### src/ptpc_pkg.sv
// constants for the timing-message configuration bank: offsets, fields, resets
// assumes a 32-bit axi4-lite master with 16-bit byte addresses
// Notes on behaviour
// RQ1: bridging-mode bit only matters while the timing mode enable bit is set.
// RQ2: bridging mode sends every timing message to host, headers left untouched.
// RQ3: timing mode enabled identifies message type and gives special forwarding.
// RQ4: timing mode enabled allows header rewrite and timestamp insertion.
// RQ5: timing mode enable switches on the internal timing clock.
// RQ6: timing mode enabled selects timestamp-carrying tail tag layout on host port.
// RQ7: raw ethernet timing frames recognised only while its detect bit set; resets one.
// RQ8: ipv4/udp and ipv6/udp recognition each gated by own bit; both reset one.
// RQ9: transparent clock peer-to-peer when bit one, end-to-end when zero (reset).
// RQ10: host port master ordinary clock when bit one, slave when zero (default).
// RQ11: one-step clock when bit one (reset), two-step when zero.
// RQ12: unicast on: udp port 319/320 non-reserved address is unicast, table lookup.
// RQ13: unicast off: only multicast-addressed frames count as timing frames.
// RQ14: alternate master on: same-domain sync/delay_req from master go to non-host ports.
// RQ15: alternate master off: same-domain ones dropped at host, other domains to non-host.
// RQ16: priority bit set: all timing messages use highest transmit queue.
// RQ17: priority bit clear: only event messages use highest transmit queue.
// RQ18: association check on: follow_up goes to host only if matching sync pair.
// RQ19: configuration writes apply to frames starting after the write completes.
package ptpc_pkg;
   localparam int ADDR_W = 16;
   // printed offsets are not all word aligned, so they are indices
   localparam logic [ADDR_W-1:0] CFG_A_IDX = 16'h0514;
   localparam logic [ADDR_W-1:0] CFG_B_IDX = 16'h0516;
   localparam logic [ADDR_W-1:0] CFG_A_ADDR = 16'(CFG_A_IDX * 4);
   localparam logic [ADDR_W-1:0] CFG_B_ADDR = 16'(CFG_B_IDX * 4);
   localparam logic [15:0] CFG_A_RST = 16'h0039;
   localparam logic [15:0] CFG_B_RST = 16'h1000;
   localparam logic [15:0] CFG_A_WMASK = 16'h00ff;
   localparam logic [15:0] CFG_B_WMASK = 16'h1e00;
   // register a fields
   localparam int A_TAB = 7;
   localparam int A_PTP_EN = 6;
   localparam int A_DET_ETH = 5;
   localparam int A_DET_V4 = 4;
   localparam int A_DET_V6 = 3;
   localparam int A_P2P = 2;
   localparam int A_MASTER = 1;
   localparam int A_ONE_STEP = 0;
   // register b fields
   localparam int B_UNICAST = 12;
   localparam int B_ALT_MASTER = 11;
   localparam int B_PRIO_ALL = 10;
   localparam int B_ASSOC = 9;
   // frame encapsulation codes
   localparam logic [1:0] ENC_NONE = 2'h0;
   localparam logic [1:0] ENC_ETH = 2'h1;
   localparam logic [1:0] ENC_V4 = 2'h2;
   localparam logic [1:0] ENC_V6 = 2'h3;
   localparam logic [3:0] MSG_SYNC = 4'h0;
   localparam logic [3:0] MSG_DELAY_REQ = 4'h1;
   localparam logic [3:0] MSG_FOLLOW_UP = 4'h8;
   localparam logic [15:0] UDP_EVENT_PORT = 16'h013f;
   localparam logic [15:0] UDP_GENERAL_PORT = 16'h0140;
   localparam logic [1:0] RESP_OKAY = 2'h0;
   localparam logic [1:0] RESP_SLVERR = 2'h2;
endpackage

### src/ptpc_regs.sv
// timing-message configuration bank with an axi4-lite slave and a frame classifier
// assumes frame descriptors arrive synchronous to clk, one frm_start pulse per frame
//
// Local design decision: register access over AXI4-Lite.
`timescale 1ns/1ps
module ptpc_regs
   import ptpc_pkg::*;
(
   input wire logic clk,
   input wire logic sys_rst,
   input wire logic s_axi_awvalid,
   output logic s_axi_awready,
   input wire logic [ADDR_W-1:0] s_axi_awaddr,
   input wire logic [2:0] s_axi_awprot,
   input wire logic s_axi_wvalid,
   output logic s_axi_wready,
   input wire logic [31:0] s_axi_wdata,
   input wire logic [3:0] s_axi_wstrb,
   output logic s_axi_bvalid,
   input wire logic s_axi_bready,
   output logic [1:0] s_axi_bresp,
   input wire logic s_axi_arvalid,
   output logic s_axi_arready,
   input wire logic [ADDR_W-1:0] s_axi_araddr,
   input wire logic [2:0] s_axi_arprot,
   output logic s_axi_rvalid,
   input wire logic s_axi_rready,
   output logic [31:0] s_axi_rdata,
   output logic [1:0] s_axi_rresp,
   input wire logic frm_start,
   input wire logic [1:0] frm_encap,
   input wire logic [3:0] frm_msg_type,
   input wire logic frm_mcast,
   input wire logic frm_reserved_addr,
   input wire logic [15:0] frm_udp_port,
   input wire logic frm_same_domain,
   input wire logic frm_from_master,
   input wire logic frm_on_host,
   input wire logic frm_assoc_ok,
   output logic cls_valid,
   output logic cls_is_ptp,
   output logic cls_use_lookup,
   output logic cls_to_host,
   output logic cls_to_others,
   output logic cls_top_queue,
   output logic cls_hdr_edit,
   output logic ptp_clk_en,
   output logic tail_tag_ts,
   output logic mode_bridge,
   output logic tc_p2p,
   output logic oc_master,
   output logic one_step
);

   function automatic logic [15:0] merge_word(input logic [15:0] old,
                                              input logic [31:0] data,
                                              input logic [3:0] strb,
                                              input logic [15:0] mask);
      logic [15:0] lanes;
      lanes = {{8{strb[1]}}, {8{strb[0]}}} & mask;
      merge_word = (old & ~lanes) | (data[15:0] & lanes);
   endfunction

   logic [15:0] cfg_a;
   logic [15:0] cfg_b;
   logic aw_got;
   logic w_got;
   logic [ADDR_W-1:0] aw_addr;
   logic [31:0] w_data;
   logic [3:0] w_strb;

   // write channel: address and data taken independently, response after both
   wire aw_hs = s_axi_awvalid & s_axi_awready;
   wire w_hs = s_axi_wvalid & s_axi_wready;
   wire do_wr = aw_got & w_got & ~s_axi_bvalid;
   wire next_aw_got = do_wr ? 1'b0 : (aw_got | aw_hs);
   wire next_w_got = do_wr ? 1'b0 : (w_got | w_hs);
   wire next_bvalid = do_wr | (s_axi_bvalid & ~s_axi_bready);
   wire wr_a = do_wr & (aw_addr[ADDR_W-1:2] == CFG_A_ADDR[ADDR_W-1:2]);
   wire wr_b = do_wr & (aw_addr[ADDR_W-1:2] == CFG_B_ADDR[ADDR_W-1:2]);
   wire [15:0] next_cfg_a = wr_a ? merge_word(cfg_a, w_data, w_strb, CFG_A_WMASK) : cfg_a;
   wire [15:0] next_cfg_b = wr_b ? merge_word(cfg_b, w_data, w_strb, CFG_B_WMASK) : cfg_b;

   // read channel: one word per request, answered the cycle after it is taken
   wire ar_hs = s_axi_arvalid & s_axi_arready;
   wire next_rvalid = ar_hs | (s_axi_rvalid & ~s_axi_rready);
   wire rd_a = s_axi_araddr[ADDR_W-1:2] == CFG_A_ADDR[ADDR_W-1:2];
   wire rd_b = s_axi_araddr[ADDR_W-1:2] == CFG_B_ADDR[ADDR_W-1:2];
   wire [31:0] rd_word = rd_a ? {16'h0000, cfg_a} : (rd_b ? {16'h0000, cfg_b} : 32'h0000_0000);

   always_ff @(posedge clk) begin
      if (sys_rst) begin
         aw_got <= 1'b0;
         w_got <= 1'b0;
         aw_addr <= '0;
         w_data <= 32'h0000_0000;
         w_strb <= 4'h0;
         s_axi_awready <= 1'b0;
         s_axi_wready <= 1'b0;
         s_axi_bvalid <= 1'b0;
         s_axi_bresp <= RESP_OKAY;
      end else begin
         aw_got <= next_aw_got;
         w_got <= next_w_got;
         if (aw_hs) begin
            aw_addr <= s_axi_awaddr;
         end
         if (w_hs) begin
            w_data <= s_axi_wdata;
            w_strb <= s_axi_wstrb;
         end
         s_axi_awready <= ~next_aw_got & ~next_bvalid;
         s_axi_wready <= ~next_w_got & ~next_bvalid;
         s_axi_bvalid <= next_bvalid;
         if (do_wr) begin
            s_axi_bresp <= (wr_a | wr_b) ? RESP_OKAY : RESP_SLVERR;
         end
      end
   end

   always_ff @(posedge clk) begin
      if (sys_rst) begin
         s_axi_arready <= 1'b0;
         s_axi_rvalid <= 1'b0;
         s_axi_rdata <= 32'h0000_0000;
         s_axi_rresp <= RESP_OKAY;
      end else begin
         s_axi_arready <= ~next_rvalid;
         s_axi_rvalid <= next_rvalid;
         if (ar_hs) begin
            s_axi_rdata <= rd_word;
            s_axi_rresp <= (rd_a | rd_b) ? RESP_OKAY : RESP_SLVERR;
         end
      end
   end

   // reserved bits are kept at zero by the write masks
   always_ff @(posedge clk) begin
      if (sys_rst) begin
         cfg_a <= CFG_A_RST; // [RQ7] [RQ8] [RQ9] [RQ10] [RQ11]
         cfg_b <= CFG_B_RST; // [RQ12] [RQ17]
      end else begin
         cfg_a <= next_cfg_a;
         cfg_b <= next_cfg_b;
      end
   end

   // mode outputs follow the stored fields one cycle later
   wire ptp_on = cfg_a[A_PTP_EN];
   wire bridge_on = cfg_a[A_TAB] & ptp_on; // [RQ1]

   always_ff @(posedge clk) begin
      if (sys_rst) begin
         ptp_clk_en <= 1'b0;
         tail_tag_ts <= 1'b0;
         mode_bridge <= 1'b0;
         tc_p2p <= 1'b0;
         oc_master <= 1'b0;
         one_step <= 1'b1;
      end else begin
         ptp_clk_en <= ptp_on; // [RQ5]
         tail_tag_ts <= ptp_on; // [RQ6]
         mode_bridge <= bridge_on; // [RQ1]
         tc_p2p <= cfg_a[A_P2P]; // [RQ9]
         oc_master <= cfg_a[A_MASTER]; // [RQ10]
         one_step <= cfg_a[A_ONE_STEP]; // [RQ11]
      end
   end

   // classifier: the decision uses the fields as they stand at frm_start, so a
   // write finished before that edge applies and a later one waits for the next frame
   wire det_eth = (frm_encap == ENC_ETH) & cfg_a[A_DET_ETH]; // [RQ7]
   wire det_ip = ((frm_encap == ENC_V4) & cfg_a[A_DET_V4])
               | ((frm_encap == ENC_V6) & cfg_a[A_DET_V6]); // [RQ8]
   wire udp_ptp = (frm_udp_port == UDP_EVENT_PORT) | (frm_udp_port == UDP_GENERAL_PORT);
   wire uni_hit = cfg_b[B_UNICAST] & det_ip & udp_ptp & ~frm_reserved_addr
                & ~frm_mcast; // [RQ12] [RQ13]
   wire is_ptp = ptp_on & (((det_eth | det_ip) & frm_mcast) | uni_hit); // [RQ3]
   wire is_event = ~frm_msg_type[3];
   wire sync_like = (frm_msg_type == MSG_SYNC) | (frm_msg_type == MSG_DELAY_REQ);
   wire master_in = sync_like & frm_from_master & ~frm_on_host;
   wire fup_chk = (frm_msg_type == MSG_FOLLOW_UP) & cfg_b[B_ASSOC];

   logic next_host;
   logic next_others;
   always_comb begin
      next_host = ~frm_on_host;
      next_others = 1'b1;
      if (!is_ptp) begin
         next_host = 1'b0;
         next_others = 1'b0;
      end else if (bridge_on) begin
         // bridging claims every timing frame, unicast ones included
         next_host = 1'b1; // [RQ2]
         next_others = 1'b0;
      end else if (uni_hit) begin
         next_host = 1'b0; // [RQ12]
         next_others = 1'b0;
      end else if (master_in && frm_same_domain) begin
         next_host = 1'b0; // [RQ15]
         next_others = cfg_b[B_ALT_MASTER]; // [RQ14]
      end else if (master_in) begin
         next_host = 1'b0;
         next_others = 1'b1; // [RQ15]
      end else if (fup_chk) begin
         next_host = frm_assoc_ok & ~frm_on_host; // [RQ18]
      end
   end

   always_ff @(posedge clk) begin
      if (sys_rst) begin
         cls_valid <= 1'b0;
         cls_is_ptp <= 1'b0;
         cls_use_lookup <= 1'b0;
         cls_to_host <= 1'b0;
         cls_to_others <= 1'b0;
         cls_top_queue <= 1'b0;
         cls_hdr_edit <= 1'b0;
      end else begin
         cls_valid <= frm_start; // [RQ19]
         if (frm_start) begin
            cls_is_ptp <= is_ptp; // [RQ3]
            cls_use_lookup <= ~is_ptp | (uni_hit & ~bridge_on); // [RQ12]
            cls_to_host <= next_host;
            cls_to_others <= next_others;
            cls_top_queue <= is_ptp & (cfg_b[B_PRIO_ALL] | is_event); // [RQ16] [RQ17]
            cls_hdr_edit <= is_ptp & ~bridge_on; // [RQ2] [RQ4]
         end
      end
   end

   // helper copies of the fields seen at each frame start
   logic snap_bridge;
   logic snap_assoc;
   always_ff @(posedge clk) begin
      if (sys_rst) begin
         snap_bridge <= 1'b0;
         snap_assoc <= 1'b0;
      end else if (frm_start) begin
         snap_bridge <= bridge_on;
         snap_assoc <= cfg_b[B_ASSOC];
      end
   end
endmodule

### config.mk
export PLATFORM = sky130hd
export DESIGN_NAME = ptpc_regs
export DESIGN_NICKNAME = d
export VERILOG_FILES = /design/src/ptpc_pkg.sv /design/src/ptpc_regs.sv
export SDC_FILE = /design/constraint.sdc
export NUM_CORES = 1
export LEC_CHECK = 0
export BUFFER_PORTS_ARGS = -buffer_cell sky130_fd_sc_hd__buf_4
export CORE_MARGIN = 2
export CORE_UTILIZATION = 40
export CTS_CLUSTER_DIAMETER = 40
export DETAILED_ROUTE_END_ITERATION = 10
export PLACE_DENSITY = 0.73
export SLEW_MARGIN = 30
export SYNTH_ARGS = -nofsm -noshare
export SYNTH_HDL_FRONTEND = slang
export SYNTH_SLANG_ARGS = --single-unit
### constraint.sdc
create_clock -name clk -period 3.14 [get_ports clk]
set_input_delay 0.314 -clock clk [delete_from_list [all_inputs] [get_ports clk]]
set_output_delay 0.314 -clock clk [all_outputs]
set_load 0.03 [all_outputs]
# Yosys cells after proc, flatten, opt, wreduce, memory -nomap -nowiden

Index checks and enable logic that the tools add are counted.

Reduce and logical (&&, ||, !) cells: 2
Eq/ne operators: 11
Bitwise gates (word level): 62
Muxes and demuxes: 16

Operator list:

| cell                 | count |
|---|---|
| $eq 14x11->1 const B | 4 |
| $and 16x16->16       | 2 |
| $eq 16x9->1 const B  | 2 |
| $mux 16              | 2 |
| $or 16x16->16        | 2 |
| $and 1x1->1          | 28 |
| $and 16x13->16       | 1 |
| $and 16x8->16        | 1 |
| $not 13->16          | 1 |
| $not 8->16           | 1 |
| $not 1->1            | 13 |
| $or 1x1->1           | 13 |
| $mux 1               | 12 |
| $eq 2x2->1 const B   | 2 |
| $eq 4x1->1 const B   | 1 |
| $eq 4x4->1 const B   | 1 |
| $logic_not 4->1      | 1 |
| $mux 2               | 2 |
| $eq 2x1->1 const B   | 1 |
| $logic_and 1x1->1    | 1 |

Input bits: 110
Output and inout bits: 54
Word-level logic and storage cells: 118
Bits in registers: 121

# Longest topological paths before layout

Depth after elaboration: 11
Depth in mapped cells: 7
Mapped depth without buffers: 6

# Worst setup path before layout

Ideal clock, no wire load.

Kind: register -> register
Start point: reg aw_addr[8]
End point: reg with a tool-made name
Library setup time: 0.120 ns
Required time: 3.020 ns
Buffers on the path: 1
Stages on the path, launching flop included: 8
Period minus slack after synthesis: 1.800 ns
Data arrival time: 1.680 ns
Slack: 1.340 ns
Path through: dfxtp_1 -> or4b_1 -> nor3b_2 -> nand4_1 -> nor3b_2 -> buf_6 -> mux2i_1 -> nand2_1

RTL lines:

| element                  | line             | source |
|---|---|---|
| start: declaration       | ptpc_regs.sv:68  | `logic [ADDR_W-1:0] aw_addr;` |
| start signal: assignment | ptpc_regs.sv:106 | `aw_addr <= s_axi_awaddr;` |

==> summary.md <==
* 3 — H-tree level count
* 0.4989 — sequential area share after synthesis
* 1.655 nW — leak pwr
* 7176 um2 — Core Box Area
* sky130_fd_sc_hd__dfxtp_1 — Most used DFF post-synth
* 0 — EDFF count, synth
* 0 — count of max-cap constraint violations
* 6.772 mm — total wirelength of the detailed-routed design
* 9 — CTS Buf Count
* finished clean — result of the run
* 60 — maximum number of pins on one net before global-route repair
* sky130_fd_sc_hd__dfxtp_1 50%, sky130_fd_sc_hd__nand2_1 11%, sky130_fd_sc_hd__a21oi_1 6.7%, sky130_fd_sc_hd__buf_4 5.9%, sky130_fd_sc_hd__mux2i_1 4.1% — top post-synthesis cells by area
* 10.35 mm — first-pass GRT wire length
* 2.18 ns — arrival time at the worst endpoint
* 0.007497 ns — final clock skew
* 0 — total of warnings raised by yosys
* 0 — final routed DRC violation total
* 340 — instance count of the mapped netlist
* 0.08 ns — clock-pin slew reported for the worst setup and hold paths after clock tree synthesis
* input port to flip-flop — classification of the worst-slack hold path
* 164 — IO Count
* 89.57 um — Chip Height
* 3701 um2 — total cell area at the placement stage
* 0 — final hold viol count
* 0.8006 — final weighted congestion in routability-driven placement
* 4.648 — detail-routed via count per cell
* 0.6115 ns — transition time at the pin with the least slew margin
* no — unrepaired setup endpoints after global routing
* 0.34 ns — clk_lat worst skew
* 0 — ANT nets after route
* sky130_fd_sc_hd__clkbuf_8 — Clock Tree Root
* 0.2940 — fraction of layout instances using a drive strength above 1
* 57 — DRC violation total after the first TritonRoute iteration
* 5.096 mm — Final HPWL DP
* 514.7 nW/um2 — Power Dens Cells
* 73 — number of sinks on the clock net
* 2547 — routed vias
* 0 — share of synthesized registers carrying an async set or reset
* 0 — final number of setup-violating endpoints
* 0.1702 — GRT Util Overall
* 1.967 ns — Min Clock Period, post-route
* sky130_fd_sc_hd__dfxtp_1 — library cell with the largest summed area after synthesis
* 109 — Port Buffers
* 40 — Yosys cell types
* 240.2 uV — VDD IR-drop max
* 3.35 ns — worst endpoint required time
* 8.615 um2 — Avg Synthesized Cell Area
* 0.5885 — worst slew margin relative to its limit
* flip-flop — CP startpoint kind
* 2291 — via count of the first global-routing pass
* 0.2150 ns — final hold slack
* 0 — post-CTS repair timing setup buffer count
* 0 — overflow left after global routing
* 0 — antenna diode count
* flip-flop to flip-flop — critical path class
* 1.173 ns — min setup slack post-route
* 0 — Max Transition Viols Final
* 0.6265 — post-route fraction of the period consumed by the critical path
* 0 ns — Sum Neg Setup Slack
* 2 — buffer levels on the longest clock path
* 0.4082 — starting utilization of the core area
* 0.5083 GHz — achievable frequency
* 0 — Hold-fix buffers, CTS
* 34.09% — synth-to-layout area growth
* flip-flop — critical path endpoint category
* 8023 um2 — Die Outline Area
* 73 — Seq cells post-synth
* 2929 um2 — total standard cell area after synthesis
* built — CTS tree
* 8 — worst-path fanout max
* 12.36 um — routed wirelength normalized by instance count
* 31 — number of rows created at floorplan
* 4 — router iterations before antenna repair
* 3928 um2 — Non-Filler Cell Area, Final
* 0 — antenna violations before repair
* 0 — PostCTS Resize Cnt
* 1.025 ns — Post-Place Setup Slack
* 89.57 um — width of the die
* 554 — Net count, final
* 0.4989 — share of the synthesized area in the top cell type
[stage by stage]
stage | instances | util | total power [W]
floorplan | 361 | - | 0.001142
global placement | 532 | 0.5158 | 0.001223
detailed placement | 532 | 0.5158 | 0.001230
CTS | 548 | 0.5473 | 0.002048
global route | 548 | 0.5473 | 0.002109
finish | 548 | 0.5473 | 0.002022
[Yosys cell counts (all sizes together) (3+ instances only)]
| library cell | number |
|---|---|
| a211oi | 3 |
| a21oi | 39 |
| a22oi | 6 |
| and2 | 4 |
| buf | 24 |
| clkbuf | 14 |
| dfxtp | 73 |
| inv | 3 |
| mux2i | 12 |
| nand2 | 88 |
| nand4 | 3 |
| nor2 | 26 |
| nor2b | 6 |
| nor3 | 4 |
| nor3b | 4 |
| nor4 | 4 |
| nor4b | 5 |
| o21ai | 3 |
| or4b | 3 |
[routing by layer]
metal,global-route usage,vias up,share of wire
met5,0,-,0
met4,0.08548,0,0.022
met3,0.04753,11,0.085
met2,0.2934,92,0.47
met1,0.1920,1130,0.42
li1,-,1314,-
[power breakdown]
group / total, W / switching (W) / internal, W / leakage, nW
logic: 0.000234 / 0.000134 / 0.000100 / 0.951
clock network: 0.000816 / 0.000362 / 0.000454 / 0.110
registers: 0.000972 / 0.0000164 / 0.000955 / 0.594
[area by class of cell]
cell class | count | area (um2)
flip-flops and latches | 73 | 1461
repair buffers | 110 | 825.8
multi-input cells | 247 | 1279
fillers | 706 | 3248
well taps | 99 | 123.9
inverters | 3 | 11.26
clock buffers | 9 | 123.9
clock inverters | 7 | 102.6
[final timing paths]
kind | cells past startpoint | start | endpoint | slack [ns]
max | 7 | aw_addr[8] | flip-flop | 1.17
min | 3 | s_axi_awaddr[14] | aw_addr[14] | 0.22
max reg2reg | 7 | aw_addr[8] | flip-flop | 1.17
min reg2reg | 2 | aw_addr[6] | aw_addr[6] | 0.46
[worst max-delay path, cell delays in order (launching register included)]
cell and delay [ns]:
sky130_fd_sc_hd__dfxtp_1 0.32, sky130_fd_sc_hd__or4b_1 0.53, sky130_fd_sc_hd__nor3b_2 0.22, sky130_fd_sc_hd__nand4_1 0.13
sky130_fd_sc_hd__nor3b_2 0.17, sky130_fd_sc_hd__buf_4 0.22, sky130_fd_sc_hd__mux2i_1 0.20, sky130_fd_sc_hd__nor2_1 0.05
[cells in the final DEF (no fill, tap or decap), drive strengths merged, types with 4 or more instances in the layout]
cell type,Yosys,routed
a22oi,6,6
nor4,4,4
clkbuf,14,9
inv,3,4
a21oi,39,39
dfxtp,73,73
nand2,88,88
conb,1,22
nor2b,6,6
buf,24,110
nor2,26,26
nor3b,4,4
nor4b,5,5
mux2i,12,12
nor3,4,4
and2,4,4
[cell families (layout without fill, tap and decap cells)]
kind of cell | count (synthesis) | in the layout | share of synthesized area
and+or+nand+nor | 154 | 154 | 0.2490
buffers and inverters | 41 | 129 | 0.09142
other | 1 | 22 | 0.001280
AOI/OAI and AO/OA | 58 | 58 | 0.1145
DFF | 73 | 73 | 0.4989
muxes | 13 | 13 | 0.04485
No activity file was read; power rests on OpenSTA's default activity.
